$ cat src/sca_pkg.sv
// Shared constants and types for the split code/data address mapper
package sca_pkg;
  // ----------------------------------------
  // Bus and address widths
  // ----------------------------------------
  localparam int unsigned AXI_AW    = 8;
  localparam int unsigned LOG_AW    = 16;
  localparam int unsigned PHYS_AW   = 20;
  localparam int unsigned NUM_BANKS = 4;

  // ----------------------------------------
  // Register byte offsets
  // ----------------------------------------
  localparam logic [7:0] OFS_SPLIT    = 8'h00;
  localparam logic [7:0] OFS_SEGB     = 8'h04;
  localparam logic [7:0] OFS_DSEG     = 8'h08;
  localparam logic [7:0] OFS_SSEG     = 8'h0c;
  localparam logic [7:0] OFS_XPAGE    = 8'h10;
  localparam logic [7:0] OFS_BANK0    = 8'h14;
  localparam logic [7:0] OFS_BANK3    = 8'h20;
  localparam logic [7:0] OFS_STATUS   = 8'h24;
  localparam logic [7:0] OFS_PC       = 8'h28;

  // ----------------------------------------
  // Field positions and reset values
  // ----------------------------------------
  localparam int unsigned SPL_ROOT_A16  = 0;
  localparam int unsigned SPL_ROOT_A19  = 1;
  localparam int unsigned SPL_DSEG_A16  = 2;
  localparam int unsigned SPL_DSEG_A19  = 3;
  localparam int unsigned SPL_FORCE_CS2 = 4;
  localparam logic [7:0]  SPL_RW_MASK   = 8'h1f;
  localparam int unsigned BNK_SEL_CS2   = 0;
  localparam int unsigned BNK_WR_EN     = 1;
  localparam int unsigned BNK_INV_A18   = 4;
  localparam int unsigned BNK_INV_A19   = 5;
  localparam logic [7:0]  REG_RESET     = 8'h00;
  localparam logic [3:0]  WINDOW_PAGE   = 4'he;
  localparam logic [1:0]  RESP_OKAY     = 2'b00;
  localparam logic [1:0]  RESP_SLVERR   = 2'b10;

  // ----------------------------------------
  // Types
  // ----------------------------------------
  typedef enum logic [1:0] {ZONE_ROOT, ZONE_DATA, ZONE_STACK, ZONE_WINDOW} sca_zone_e;

  typedef struct packed {
    logic               valid;
    logic               is_data;
    logic               write;
    logic [LOG_AW-1:0]  addr;
  } sca_core_req_s;

  typedef struct packed {
    logic               valid;
    logic [7:0]         page;
    logic [LOG_AW-1:0]  pc;
  } sca_long_xfer_s;

  typedef struct packed {
    logic [PHYS_AW-1:0] addr;
    logic               first_chip_select_n;
    logic               second_chip_select_n;
    logic               first_read_strobe_n;
    logic               first_write_strobe_n;
  } sca_mem_s;
endpackage : sca_pkg

$ cat src/sca_bank_stage.sv
// Quadrant choice and per-bank late address inversion
`timescale 1ns/100ps
module sca_bank_stage
  import sca_pkg::*;
(
  input  wire logic [PHYS_AW-1:0]        in_addr,
  input  wire logic [NUM_BANKS-1:0][7:0] bank_n_control,
  output logic      [1:0]                quadrant,
  output logic      [7:0]                bank_ctrl,
  output logic      [PHYS_AW-1:0]        out_addr
);
  // Quadrant fixed from the incoming address before the late bank flips
  assign quadrant  = in_addr[19:18];
  assign bank_ctrl = bank_n_control[quadrant];

  // bank bit 4 flips A18
  // Late flips touch only the memory address, never the quadrant
  assign out_addr = {in_addr[19] ^ bank_ctrl[BNK_INV_A19],
                     in_addr[18] ^ bank_ctrl[BNK_INV_A18],
                     in_addr[17:0]};
endmodule : sca_bank_stage

$ cat src/sca_mapper.sv
// Split code/data address mapper with AXI4-Lite register slave
// ----------------------------------------
// What this block does
// - Invert A16/A19 on data accesses only
// - Data inversion precedes quadrant selection
// - Bank inversion never changes chosen quadrant
// - Bank zero bit 4 flips A18
// - Split control: zeros, force CS2, inversions
// - A19 flip moves by 512K
// - A16 flip moves to adjacent 64K
// - Root and data segments selected separately
// - Separation only in root and data
// - Stack and window never split-inverted; bank flips still apply
// - Root/data boundary from low nibble
// - E000 to FFFF through paged window
// - 8-bit page picks 4K start
// - Short transfers leave page untouched
// - Long transfers update page and counter
// - Long transfer reaches whole 1M
// - Bit 2 data A16, bit 1 root A19
// - Root A19 flip before bank choice
// ----------------------------------------
`timescale 1ns/100ps
module sca_mapper
  import sca_pkg::*;
(
  input  wire logic                  aclk,
  input  wire logic                  aresetn,
  input  wire logic [AXI_AW-1:0]     s_axi_awaddr,
  input  wire logic                  s_axi_awvalid,
  output logic                       s_axi_awready,
  input  wire logic [31:0]           s_axi_wdata,
  input  wire logic [3:0]            s_axi_wstrb,
  input  wire logic                  s_axi_wvalid,
  output logic                       s_axi_wready,
  output logic [1:0]                 s_axi_bresp,
  output logic                       s_axi_bvalid,
  input  wire logic                  s_axi_bready,
  input  wire logic [AXI_AW-1:0]     s_axi_araddr,
  input  wire logic                  s_axi_arvalid,
  output logic                       s_axi_arready,
  output logic [31:0]                s_axi_rdata,
  output logic [1:0]                 s_axi_rresp,
  output logic                       s_axi_rvalid,
  input  wire logic                  s_axi_rready,
  input  wire sca_pkg::sca_core_req_s  core_req,
  input  wire sca_pkg::sca_long_xfer_s long_xfer,
  output sca_pkg::sca_mem_s          mem_q,
  output logic [LOG_AW-1:0]          pc_q
);
  import sca_pkg::*;

  // ----------------------------------------
  // Registers
  // ----------------------------------------
  logic [7:0]                 split_space_control_q;
  logic [7:0]                 segment_boundary_q;
  logic [7:0]                 data_segment_base_q;
  logic [7:0]                 stack_segment_base_q;
  logic [7:0]                 ext_code_page_q;
  logic [NUM_BANKS-1:0][7:0]  bank_n_control_q;
  logic                       aw_have_q;
  logic                       w_have_q;
  logic [AXI_AW-1:0]          waddr_q;
  logic [7:0]                 wdata_q;
  logic                       wstrb0_q;
  logic                       wr_fire;
  logic                       wr_hit;
  logic [31:0]                rd_mux;
  logic                       rd_hit;

  // ----------------------------------------
  // Datapath
  // ----------------------------------------
  sca_zone_e                  zone;
  logic [PHYS_AW-1:0]         seg_addr;
  logic [PHYS_AW-1:0]         inv_addr;
  logic [PHYS_AW-1:0]         bank_addr;
  logic [1:0]                 quadrant;
  logic [7:0]                 bank_ctrl;
  logic                       flip_a16;
  logic                       flip_a19;

  sca_seg_xlate u_seg
  (
    .log_addr           (core_req.addr),
    .segment_boundary   (segment_boundary_q),
    .data_segment_base  (data_segment_base_q),
    .stack_segment_base (stack_segment_base_q),
    .ext_code_page      (ext_code_page_q),
    .zone               (zone),
    .phys_addr          (seg_addr)
  );

  // bit 2 and bit 1 meaning
  always_comb
  begin
    flip_a16 = 1'b0;
    flip_a19 = 1'b0;
    if (core_req.is_data && zone == ZONE_ROOT)
    begin
      flip_a16 = split_space_control_q[SPL_ROOT_A16];
      flip_a19 = split_space_control_q[SPL_ROOT_A19];
    end
    else if (core_req.is_data && zone == ZONE_DATA)
    begin
      flip_a16 = split_space_control_q[SPL_DSEG_A16];
      flip_a19 = split_space_control_q[SPL_DSEG_A19];
    end
  end

  // A16 flip moves one 64K page
  // root A19 flip ahead of banks
  assign inv_addr = {seg_addr[19] ^ flip_a19, seg_addr[18:17],
                     seg_addr[16] ^ flip_a16, seg_addr[15:0]};

  sca_bank_stage u_bank
  (
    .in_addr        (inv_addr),
    .bank_n_control (bank_n_control_q),
    .quadrant       (quadrant),
    .bank_ctrl      (bank_ctrl),
    .out_addr       (bank_addr)
  );

  // Memory pins registered so chip selects never glitch
  // force second select
  always_ff @(posedge aclk)
  begin
    if (!aresetn)
    begin
      mem_q <= '{addr: '0, first_chip_select_n: 1'b1, second_chip_select_n: 1'b1,
                 first_read_strobe_n: 1'b1, first_write_strobe_n: 1'b1};
    end
    else
    begin
      mem_q.addr                 <= bank_addr;
      mem_q.first_chip_select_n  <= !(core_req.valid && !bank_ctrl[BNK_SEL_CS2]);
      mem_q.second_chip_select_n <= !((core_req.valid && bank_ctrl[BNK_SEL_CS2])
                                      || split_space_control_q[SPL_FORCE_CS2]);
      mem_q.first_read_strobe_n  <= !(core_req.valid && !core_req.write);
      mem_q.first_write_strobe_n <= !(core_req.valid && core_req.write
                                      && bank_ctrl[BNK_WR_EN]);
    end
  end

  // ----------------------------------------
  // Page and program counter
  // ----------------------------------------
  // only long transfers or software move the page
  always_ff @(posedge aclk)
  begin
    if (!aresetn)
    begin
      ext_code_page_q <= REG_RESET;
      pc_q            <= '0;
    end
    else if (long_xfer.valid)
    begin
      ext_code_page_q <= long_xfer.page;
      pc_q            <= long_xfer.pc;
    end
    else if (wr_fire && wstrb0_q && waddr_q == OFS_XPAGE)
    begin
      ext_code_page_q <= wdata_q;
    end
  end

  // ----------------------------------------
  // AXI4-Lite write channel
  // ----------------------------------------
  assign wr_fire = aw_have_q && w_have_q && !s_axi_bvalid;
  assign wr_hit  = (waddr_q <= OFS_BANK3) && (waddr_q[1:0] == 2'b00);

  always_ff @(posedge aclk)
  begin
    if (!aresetn)
    begin
      aw_have_q     <= 1'b0;
      w_have_q      <= 1'b0;
      waddr_q       <= '0;
      wdata_q       <= REG_RESET;
      wstrb0_q      <= 1'b0;
      s_axi_awready <= 1'b1;
      s_axi_wready  <= 1'b1;
      s_axi_bvalid  <= 1'b0;
      s_axi_bresp   <= RESP_OKAY;
    end
    else
    begin
      if (s_axi_awvalid && s_axi_awready)
      begin
        aw_have_q     <= 1'b1;
        waddr_q       <= {s_axi_awaddr[AXI_AW-1:2], 2'b00};
        s_axi_awready <= 1'b0;
      end
      if (s_axi_wvalid && s_axi_wready)
      begin
        w_have_q     <= 1'b1;
        wdata_q      <= s_axi_wdata[7:0];
        wstrb0_q     <= s_axi_wstrb[0];
        s_axi_wready <= 1'b0;
      end
      if (wr_fire)
      begin
        aw_have_q    <= 1'b0;
        w_have_q     <= 1'b0;
        s_axi_bvalid <= 1'b1;
        s_axi_bresp  <= wr_hit ? RESP_OKAY : RESP_SLVERR;
      end
      // Ready returns only after the answer, one write at a time
      if (s_axi_bvalid && s_axi_bready)
      begin
        s_axi_bvalid  <= 1'b0;
        s_axi_awready <= 1'b1;
        s_axi_wready  <= 1'b1;
      end
    end
  end

  always_ff @(posedge aclk)
  begin
    if (!aresetn)
    begin
      split_space_control_q <= REG_RESET;
      segment_boundary_q    <= REG_RESET;
      data_segment_base_q   <= REG_RESET;
      stack_segment_base_q  <= REG_RESET;
      bank_n_control_q      <= '0;
    end
    else if (wr_fire && wstrb0_q)
    begin
      unique case (waddr_q)
        // top three bits held at zero
        OFS_SPLIT: split_space_control_q <= wdata_q & SPL_RW_MASK;
        OFS_SEGB:  segment_boundary_q    <= wdata_q;
        OFS_DSEG:  data_segment_base_q   <= wdata_q;
        OFS_SSEG:  stack_segment_base_q  <= wdata_q;
        default:
        begin
          if (waddr_q >= OFS_BANK0 && waddr_q <= OFS_BANK3)
          begin
            bank_n_control_q[2'(waddr_q[7:2] - OFS_BANK0[7:2])] <= wdata_q;
          end
        end
      endcase
    end
  end

  // ----------------------------------------
  // AXI4-Lite read channel
  // ----------------------------------------
  always_comb
  begin
    rd_mux = 32'h0000_0000;
    rd_hit = 1'b1;
    unique case ({s_axi_araddr[AXI_AW-1:2], 2'b00})
      OFS_SPLIT:  rd_mux = {24'h000000, split_space_control_q};
      OFS_SEGB:   rd_mux = {24'h000000, segment_boundary_q};
      OFS_DSEG:   rd_mux = {24'h000000, data_segment_base_q};
      OFS_SSEG:   rd_mux = {24'h000000, stack_segment_base_q};
      OFS_XPAGE:  rd_mux = {24'h000000, ext_code_page_q};
      8'h14:      rd_mux = {24'h000000, bank_n_control_q[0]};
      8'h18:      rd_mux = {24'h000000, bank_n_control_q[1]};
      8'h1c:      rd_mux = {24'h000000, bank_n_control_q[2]};
      OFS_BANK3:  rd_mux = {24'h000000, bank_n_control_q[3]};
      OFS_STATUS: rd_mux = {12'h000, mem_q.addr};
      OFS_PC:     rd_mux = {16'h0000, pc_q};
      default:    rd_hit = 1'b0;
    endcase
  end

  always_ff @(posedge aclk)
  begin
    if (!aresetn)
    begin
      s_axi_arready <= 1'b1;
      s_axi_rvalid  <= 1'b0;
      s_axi_rdata   <= 32'h0000_0000;
      s_axi_rresp   <= RESP_OKAY;
    end
    else if (s_axi_arvalid && s_axi_arready)
    begin
      s_axi_arready <= 1'b0;
      s_axi_rvalid  <= 1'b1;
      s_axi_rdata   <= rd_mux;
      s_axi_rresp   <= rd_hit ? RESP_OKAY : RESP_SLVERR;
    end
    else if (s_axi_rvalid && s_axi_rready)
    begin
      s_axi_rvalid  <= 1'b0;
      s_axi_arready <= 1'b1;
    end
  end
endmodule : sca_mapper

$ cat src/sca_seg_xlate.sv
// Logical to physical segment translation ahead of data-space inversion
`timescale 1ns/100ps
module sca_seg_xlate
  import sca_pkg::*;
(
  input  wire logic [LOG_AW-1:0]  log_addr,
  input  wire logic [7:0]         segment_boundary,
  input  wire logic [7:0]         data_segment_base,
  input  wire logic [7:0]         stack_segment_base,
  input  wire logic [7:0]         ext_code_page,
  output sca_zone_e               zone,
  output logic      [PHYS_AW-1:0] phys_addr
);
  logic [PHYS_AW-1:0] wide_addr;
  logic [7:0]         base;

  assign wide_addr = {4'h0, log_addr};

  always_comb
  begin
    // Window first, so the top 8K never falls to a fixed segment
    if (log_addr[15:12] >= WINDOW_PAGE)
    begin
      zone = ZONE_WINDOW;
      base = ext_code_page;
    end
    else if (log_addr[15:12] >= segment_boundary[7:4])
    begin
      zone = ZONE_STACK;
      base = stack_segment_base;
    end
    else if (log_addr[15:12] >= segment_boundary[3:0])
    begin
      zone = ZONE_DATA;
      base = data_segment_base;
    end
    else
    begin
      zone = ZONE_ROOT;
      base = REG_RESET;
    end
  end

  // page times 4096 plus logical
  // Carry above bit 19 drops, so the window wraps in 1M
  assign phys_addr = wide_addr + {base, 12'h000};
endmodule : sca_seg_xlate
$ cat config.mk
export PLATFORM = sky130hd
export DESIGN_NAME = sca_mapper
export DESIGN_NICKNAME = d
export VERILOG_FILES = /design/src/sca_pkg.sv /design/src/sca_bank_stage.sv /design/src/sca_mapper.sv /design/src/sca_seg_xlate.sv
export SDC_FILE = /design/constraint.sdc
export NUM_CORES = 1
export LEC_CHECK = 0
export BUFFER_PORTS_ARGS = -buffer_cell sky130_fd_sc_hd__clkbuf_2
export CAP_MARGIN = 20
export CORE_UTILIZATION = 48
export CTS_CLUSTER_DIAMETER = 40
export CTS_CLUSTER_SIZE = 20
export DETAILED_ROUTE_END_ITERATION = 10
export PLACE_DENSITY = 0.83
export SLEW_MARGIN = 20
export SYNTH_ARGS = -nofsm -noshare
export SYNTH_HDL_FRONTEND = slang
export SYNTH_SLANG_ARGS = --single-unit
$ cat constraint.sdc
create_clock -name aclk -period 3.8 [get_ports aclk]
set_input_delay 0.76 -clock aclk [delete_from_list [all_inputs] [get_ports aclk]]
set_output_delay 0.76 -clock aclk [all_outputs]
set_load 0.05 [all_outputs]
==> results.json, run 1 <==
{
  "rr_endpoint": "mem_q[3]$_SDFF_PN1_",
  "synth_cells": 751,
  "drt-total-wl_um": 18300,
  "ys_ff_latch": 153,
  "crit_arrival_ns": 4.09,
  "finalSetupViolCount": 0,
  "cts_sinks": 153,
  "ir_worst_vdd_mv": 0.307,
  "async_flop_share_pct": 0,
  "yosys-top-cells-area": "dfxtp_1 42%, mux2i_1 14%, nor2b_1 8.8%, mux4_2 3.1%, and2_1 2.7%",
  "p_leak_nw": 3.76,
  "critical_path.max_stage_delay_ns": 0.54,
  "h-tree-depth": 4,
  "yosysWarningCount": 0,
  "synth-edff-count": 0,
  "synth_mux_area_share_pct": 18.3,
  "end_kind": "flip-flop",
  "seq_power_share_pct": 44.0,
  "hold_slack_ns": 0.470,
  "grt_usage_pct": 23.6,
  "use_met3_pct": 5.13,
  "crit_path_max_fanout": 4,
  "firstDrtPassIters": 8,
  "routabilityCongestion": 0.923,
  "startpoint_type": "input pin",
  "period_needed_ns": 3.78,
  "relSlewSlack_pct": 39.0,
  "grtUsageMet2_pct": 37.9,
  "drive_gt1_share_pct": 28.0,
  "hold_viol": 0,
  "grt_busiest_layer": "met2",
  "grt_use_met1_pct": 30.7,
  "r2r_setup_slack_ns": 0.04,
  "grt_max_degree": 80,
  "netlist_area_um2": 7260,
  "synth_top_family_by_area": "simple AND/OR/NAND/NOR gates",
  "violations": "DRC",
  "total_power_mw": 3.87,
  "antenna_found_initial": 0,
  "fmax_mhz": 264,
  "synthAdderAreaFrac_pct": 2.35,
  "n_antenna_cell": 0,
  "cts_inserted_buffers": 17,
  "worstSetupPathType": "input pin to flip-flop",
  "p_int_mw": 2.87,
  "dp_hpwl_um": 12700,
  "seqCellArea_um2": 3070,
  "seq_area_frac_synth_pct": 42.2,
  "cts_root_buffer": "clkbuf_16",
  "path_cells": "buf_8 -> ha_4 -> o211ai_1 -> o21ai_2 -> nor3_4 -> a221oi_2 -> nor2_1 -> ha_2 -> fa_2 -> a21o_1 -> a21o_2 -> nand3_4 -> xor2_4 -> mux4_2 -> or2_1",
  "dieArea_um2": 15600,
  "switchingPower_mw": 0.994,
  "clk_latency_ns": 0.42,
  "grt_first_pass_wirelength_um": 28900,
  "drt_iter0_markers": 523,
  "synth_xor_area_share_pct": 0.948,
  "hold_buffers": 0,
  "ys_types": 64,
  "start_util_pct": 49.5,
  "ios": 184,
  "r2r_cells": 15,
  "clock_skew_ns": 0.0102,
  "power.share.clock_pct": 44.5,
  "hold_end": "wstrb0_q$_SDFFE_PN0P_",
  "hold_start": "wstrb0_q$_SDFFE_PN0P_",
  "routedWlPerCell_um": 16.9,
  "swShare_pct": 25.7,
  "dr_total_vias": 5939,
  "die_w_um": 125,
  "portBuffers": 138,
  "avgSynthCellArea_um2": 9.66,
  "drc_errors": 30,
  "grt_pass1_vias": 5684,
  "cts_tree": "yes",
  "min_delay_path_depth": 2,
  "core_region_area_um2": 14600,
  "powerDensity_nw_per_um2": 432,
  "drv_slew": 0,
  "maxCapViolations": 0,
  "synth_compound_area_share_pct": 10.9,
  "critPathSlowestCell": "mux4_2",
  "post_synth_and_or_nand_nor_area_fraction_pct": 19.9,
  "grt-ovfl-total": 0,
  "setup_tns_ns": 0,
  "outcome": "complete, but fails checks",
  "area_delta_synth_final_pct": 23.3,
  "nFillCells": 1199,
  "finalCritPeriodShare_pct": 99.5,
  "comb_power_share_pct": 11.5,
  "yosys.area.top_type": "dfxtp_1",
  "worst_pin_slew_ns": 0.916,
  "clkTransAtPathRegs_ns": 0.06,
  "worstReg2RegStart": "segment_boundary_q[6]$_SDFFE_PN0P_",
  "via_per_inst": 5.50,
  "fp-row-count": 44,
  "synth_top_flop_cell": "dfxtp_1",
  "synth_top_area_share_pct": 42.2,
  "cts.path.max_buffers": 2,
  "multi_input_area_um2": 4020,
  "rsz0062_at_grt": "yes",
  "hp-class": "flip-flop to flip-flop",
  "fp.dieH_um": 125,
  "required_ns": 4.10,
  "nNetsFinal": 1000,
  "detail-route-antenna-nets": 0
}
-- layout make-up --
cell class                 instances  share of cell area [%]
multi-input combinational        526                    44.9
clock buffer                      21                    5.15
timing repair buffer             170                    10.8
sequential                       153                    34.3
tap                              184                    2.57
inverter                          16                   0.671
clock inverter                    10                    1.61
-- sequential cells by signal, summed over array words and instances (netlist names), 5 cells and up --
name and cells:
wdata_q 8, mem_q 24, waddr_q 6, segment_boundary_q 8
stack_segment_base_q 8, ext_code_page_q 8, bank_n_control_q 32, data_segment_base_q 8
split_space_control_q 5, s_axi_rdata 20, pc_q 16
-- cells in the final DEF, fill, tap and decap left out, types with 4 or more instances in the layout --
cell and count:
a21boi_0 18, a21oi_1 28, a222oi_1 8, a22oi_1 14, a31oi_1 4, and2_1 31, buf_4 31, clkbuf_16 17
clkbuf_2 134, conb_1 14, dfxtp_1 149, dfxtp_2 4, ha_1 5, ha_4 6, inv_1 14, mux2i_1 100
mux4_2 11, nand2_1 47, nand3_1 14, nor2_1 30, nor2b_1 100, nor3b_1 4, o21ai_0 19, o22ai_1 7
xnor2_1 4
-- power groups by stage --
stage | registers [mW] | clock network, mW | logic [mW]
after floorplan | 1.80 | 0 | 0.231
after global placement | 1.73 | 0 | 0.420
after detailed placement | 1.73 | 0 | 0.426
after CTS | 1.70 | 1.75 | 0.431
after global routing | 1.71 | 1.81 | 0.477
final | 1.70 | 1.72 | 0.445
-- cell families after synthesis --
| logic type | Yosys count |
|---|---|
| buffers and inverters | 85 |
| multiplexers | 115 |
| AND/OR/NAND/NOR | 259 |
| AO/OA/AOI/OAI | 118 |
| XOR/XNOR | 7 |
| flip-flops | 153 |
| adder cells (fa/ha/maj) | 13 |
| other | 1 |
-- Yosys cell counts (2+ instances only) --
cell      count
a21boi_0     18
a21o_1        2
a21oi_1      28
a221oi_1      4
a222oi_1      8
a22oi_1      14
a31oi_1       4
and2_1       31
and3_1        2
buf_1         4
buf_2         5
buf_4        14
clkbuf_1     45
dfxtp_1     153
ha_1         12
inv_1        16
mux2_2        2
mux2i_1     100
mux4_1        3
mux4_2       10
nand2_1      47
nand2b_1      3
nand3_1      14
nand3b_1      3
nand4_1       3
nor2_1       32
nor2b_1     102
nor3_1        2
nor3_2        2
nor3b_1       4
nor4_1        2
o21ai_0      20
o22ai_1       7
xnor2_1       4
xor2_1        2
-- worst max-delay path by stage --
stage / startpoint / to / slack [ns] / depth (start not counted)
finish: core_req[15] / mem_q[3]$_SDFF_PN1_ / 0.02 / 15
global route: core_req[12] / mem_q[3]$_SDFF_PN1_ / -0.08 / 16
CTS: core_req[13] / mem_q[3]$_SDFF_PN1_ / 0.003 / 15
detailed placement: core_req[13] / mem_q[3]$_SDFF_PN1_ / -0.42 / 15
global placement: core_req[14] / mem_q[3]$_SDFF_PN1_ / -0.35 / 15
floorplan: core_req[15] / mem_q[3]$_SDFF_PN1_ / -0.08 / 14
-- what timing repair did --
| item | in CTS | in global routing |
|---|---|---|
| gates resized for setup | 2 | 34 |
| buffers inserted | 0 | 2 |
| pin swaps | 1 | 18 |
| setup endpoints to repair | 2 | 5 |
-- worst max-delay path, delay by kind of cell --
kind / cells / cell delay, ns
XOR/XNOR: 1 / 0.26
AND/OR/NAND/NOR: 4 / 0.49
AO/OA/AOI/OAI: 5 / 1.05
adder cells (fa/ha/maj): 3 / 0.86
multiplexers: 1 / 0.54
buffers and inverters: 1 / 0.11
-- per-layer routing --
layer / share of wire (%) / vias to the layer above
met4: 2.4 / 0
met1: 44 / 2823
li1: - / 2852
met2: 47 / 234
met3: 6.7 / 30
met5: 0 / -
-- through the flow --
step                cells  instance area, µm²  utilization (%)  setup slack (ns)
global placement     1047                8180             55.9            -0.353
finish               1080                8950             61.1            0.0189
floorplan             764                7340                -           -0.0768
detailed placement   1047                8180             55.9            -0.422
CTS                  1078                8790             60.0           0.00348
global route         1080                8950             61.1           -0.0781
No activity file was read; power rests on OpenSTA's default activity.
==> run 2, diff against run 1 <==
--- a/config.mk
+++ b/config.mk
@@ -12,6 +12,7 @@
 export CTS_CLUSTER_SIZE = 20
 export DETAILED_ROUTE_END_ITERATION = 10
 export PLACE_DENSITY = 0.83
+export REMOVE_ABC_BUFFERS = 1
 export SLEW_MARGIN = 20
 export SYNTH_ARGS = -nofsm -noshare
 export SYNTH_HDL_FRONTEND = slang
==> results.json, run 2 (same netlist as run 1, synthesis figures left out) <==
{
  "finalCritPeriodShare_pct": 97.5,
  "hold_end": "wstrb0_q$_SDFFE_PN0P_",
  "worst_pin_slew_ns": 0.934,
  "cts_root_buffer": "clkbuf_16",
  "rr_endpoint": "mem_q[3]$_SDFF_PN1_",
  "cts_tree": "yes",
  "core_region_area_um2": 14600,
  "routedWlPerCell_um": 16.5,
  "finalSetupViolCount": 0,
  "top_register": "bank_n_control_q",
  "critPathSlowestCell": "mux4_2",
  "final_area_um2": 8930,
  "p_leak_nw": 3.79,
  "setup_ws_ns": 0.0932,
  "firstDrtPassIters": 9,
  "violations": "DRC",
  "clock_skew_ns": 0.00580,
  "multi_input_area_um2": 3960,
  "area_delta_synth_final_pct": 23.1,
  "start_util_pct": 49.5,
  "via_per_inst": 5.33,
  "drv_slew": 0,
  "grt_max_degree": 89,
  "dr_total_vias": 5783,
  "drive_gt1_share_pct": 27.7,
  "rsz0062_at_grt": "yes",
  "nNetsFinal": 1004,
  "end_kind": "flip-flop",
  "cts_sinks": 153,
  "critical_path.max_stage_delay_ns": 0.51,
  "ios": 184,
  "placed_cell_area_um2": 8170,
  "drt-total-wl_um": 17900,
  "clk_latency_ns": 0.43,
  "worstSetupPathType": "input pin to flip-flop",
  "r2r_setup_slack_ns": 0.12,
  "crit_path_max_fanout": 4,
  "dp_hpwl_um": 12400,
  "min_delay_path_depth": 2,
  "cts_inserted_buffers": 17,
  "grt_pass1_vias": 5668,
  "drc_errors": 34,
  "cts.path.max_buffers": 2,
  "largestRegisters": "bank_n_control_q (32), mem_q (24), s_axi_rdata (20)",
  "ir_worst_vdd_mv": 0.408,
  "fp-row-count": 44,
  "worst-path-buf-inv": 2,
  "seqCellArea_um2": 3070,
  "fp.dieH_um": 125,
  "cp_top_family": "compound AO/OA/AOI/OAI gates",
  "final_util_pct": 61.0,
  "maxCapViolations": 0,
  "largest_reg_flops": 32,
  "grt_first_pass_wirelength_um": 28400,
  "worstReg2RegStart": "segment_boundary_q[5]$_SDFFE_PN0P_",
  "detail-route-antenna-nets": 0,
  "crit_arrival_ns": 4.03,
  "period_needed_ns": 3.71,
  "hold_buffers": 0,
  "powerDensity_nw_per_um2": 446,
  "h-tree-depth": 4,
  "relSlewSlack_pct": 37.8,
  "clkTransAtPathRegs_ns": 0.06,
  "grt-ovfl-total": 0,
  "pre_cts_slack_ns": -0.528,
  "routabilityCongestion": 0.890,
  "mostFrequentLayoutCells": "150 x dfxtp_1, 136 x clkbuf_2, 100 x mux2i_1, 100 x nor2b_1, 47 x nand2_1",
  "r2r_cells": 16,
  "hold_start": "wstrb0_q$_SDFFE_PN0P_",
  "antenna_found_initial": 0,
  "hp-class": "flip-flop to flip-flop",
  "setup_tns_ns": 0,
  "hold_viol": 0,
  "startpoint_type": "input pin",
  "grt_usage_pct": 23.3,
  "dieArea_um2": 15600,
  "n_antenna_cell": 0,
  "drt_iter0_markers": 352,
  "worstSetupStartpoint": "core_req[14]",
  "nFillCells": 1224,
  "layout_commonest_cell": "dfxtp_1",
  "die_w_um": 125,
  "outcome": "complete, but fails checks",
  "required_ns": 4.12,
  "fmax_mhz": 270,
  "path_cells": "clkbuf_2 -> ha_1 -> o211ai_1 -> o21ai_2 -> nor3_4 -> a221oi_2 -> nor2_1 -> ha_2 -> fa_2 -> a21o_1 -> a21o_2 -> nand3_2 -> xor2_2 -> buf_6 -> mux4_2 -> or2_1",
  "portBuffers": 138
}
[run 2: changes by cell type in the layout (fill, tap and decap cells not counted), sizes merged]
cell      previous run  this run
buf                 36        38
clkinv               3         4
clkinvlp             3         5
clkbuf             155       153
bufinv               3         5
[run 2: area by class of cell]
| type | count | share of cell area, % |
|---|---|---|
| Clock inverter | 15 | 2.51 |
| Multi-Input combinational cell | 526 | 44.3 |
| Clock buffer | 17 | 4.76 |
| Timing Repair Buffer | 174 | 10.9 |
| Inverter | 16 | 0.672 |
| Tap cell | 184 | 2.58 |
| Sequential cell | 153 | 34.3 |
[run 2: layer usage]
metal  track usage, %  vias to the layer above  share of wire (%)
met1             28.3                     2683                 44
met2             38.3                      199                 47
li1                 -                     2859                  -
met4             11.2                        0                2.9
met5                0                        -                  0
met3             6.20                       42                6.0
[run 2: worst max-delay path by stage]
stage,cells past startpoint,endpoint,slack [ns]
final,16,mem_q[3]$_SDFF_PN1_,0.09
after global routing,17,mem_q[3]$_SDFF_PN1_,-0.04
after CTS,16,mem_q[3]$_SDFF_PN1_,0.05
after detailed placement,16,mem_q[3]$_SDFF_PN1_,-0.53
after global placement,16,mem_q[3]$_SDFF_PN1_,-0.42
after floorplan,14,mem_q[3]$_SDFF_PN1_,-0.19
[run 2: through the flow]
stage               total power, mW  hold WS (ns)  instances
floorplan                      1.98         0.443        695
global placement               2.15         0.466       1052
detailed placement             2.16         0.481       1052
CTS                            4.00         0.489       1085
global route                   4.13         0.517       1085
finish                         3.98         0.484       1085
[run 2: timing repair]
action,4_1_cts,5_1_grt
resized for setup,10,13
endpoints found under the setup margin,3,5
buffers inserted,1,0
pin swaps,3,12
[run 2: worst register-to-register path, stage by stage (launching register included)]
cell,delay (ns)
dfxtp_2,0.34
inv_1,0.09
ha_4,0.27
o211ai_1,0.11
o21ai_2,0.29
nor3_4,0.08
a221oi_2,0.25
nor2_1,0.09
ha_2,0.19
fa_2,0.34
a21o_1,0.19
a21o_2,0.22
nand3_2,0.09
xor2_2,0.15
buf_6,0.14
mux4_2,0.51
or2_1,0.24
[run 2: report_power, final]
group	leakage (nW)	internal (mW)	switching, mW
logic	2.24	0.154	0.284
registers	1.25	1.65	0.0487
clock network	0.301	1.16	0.683
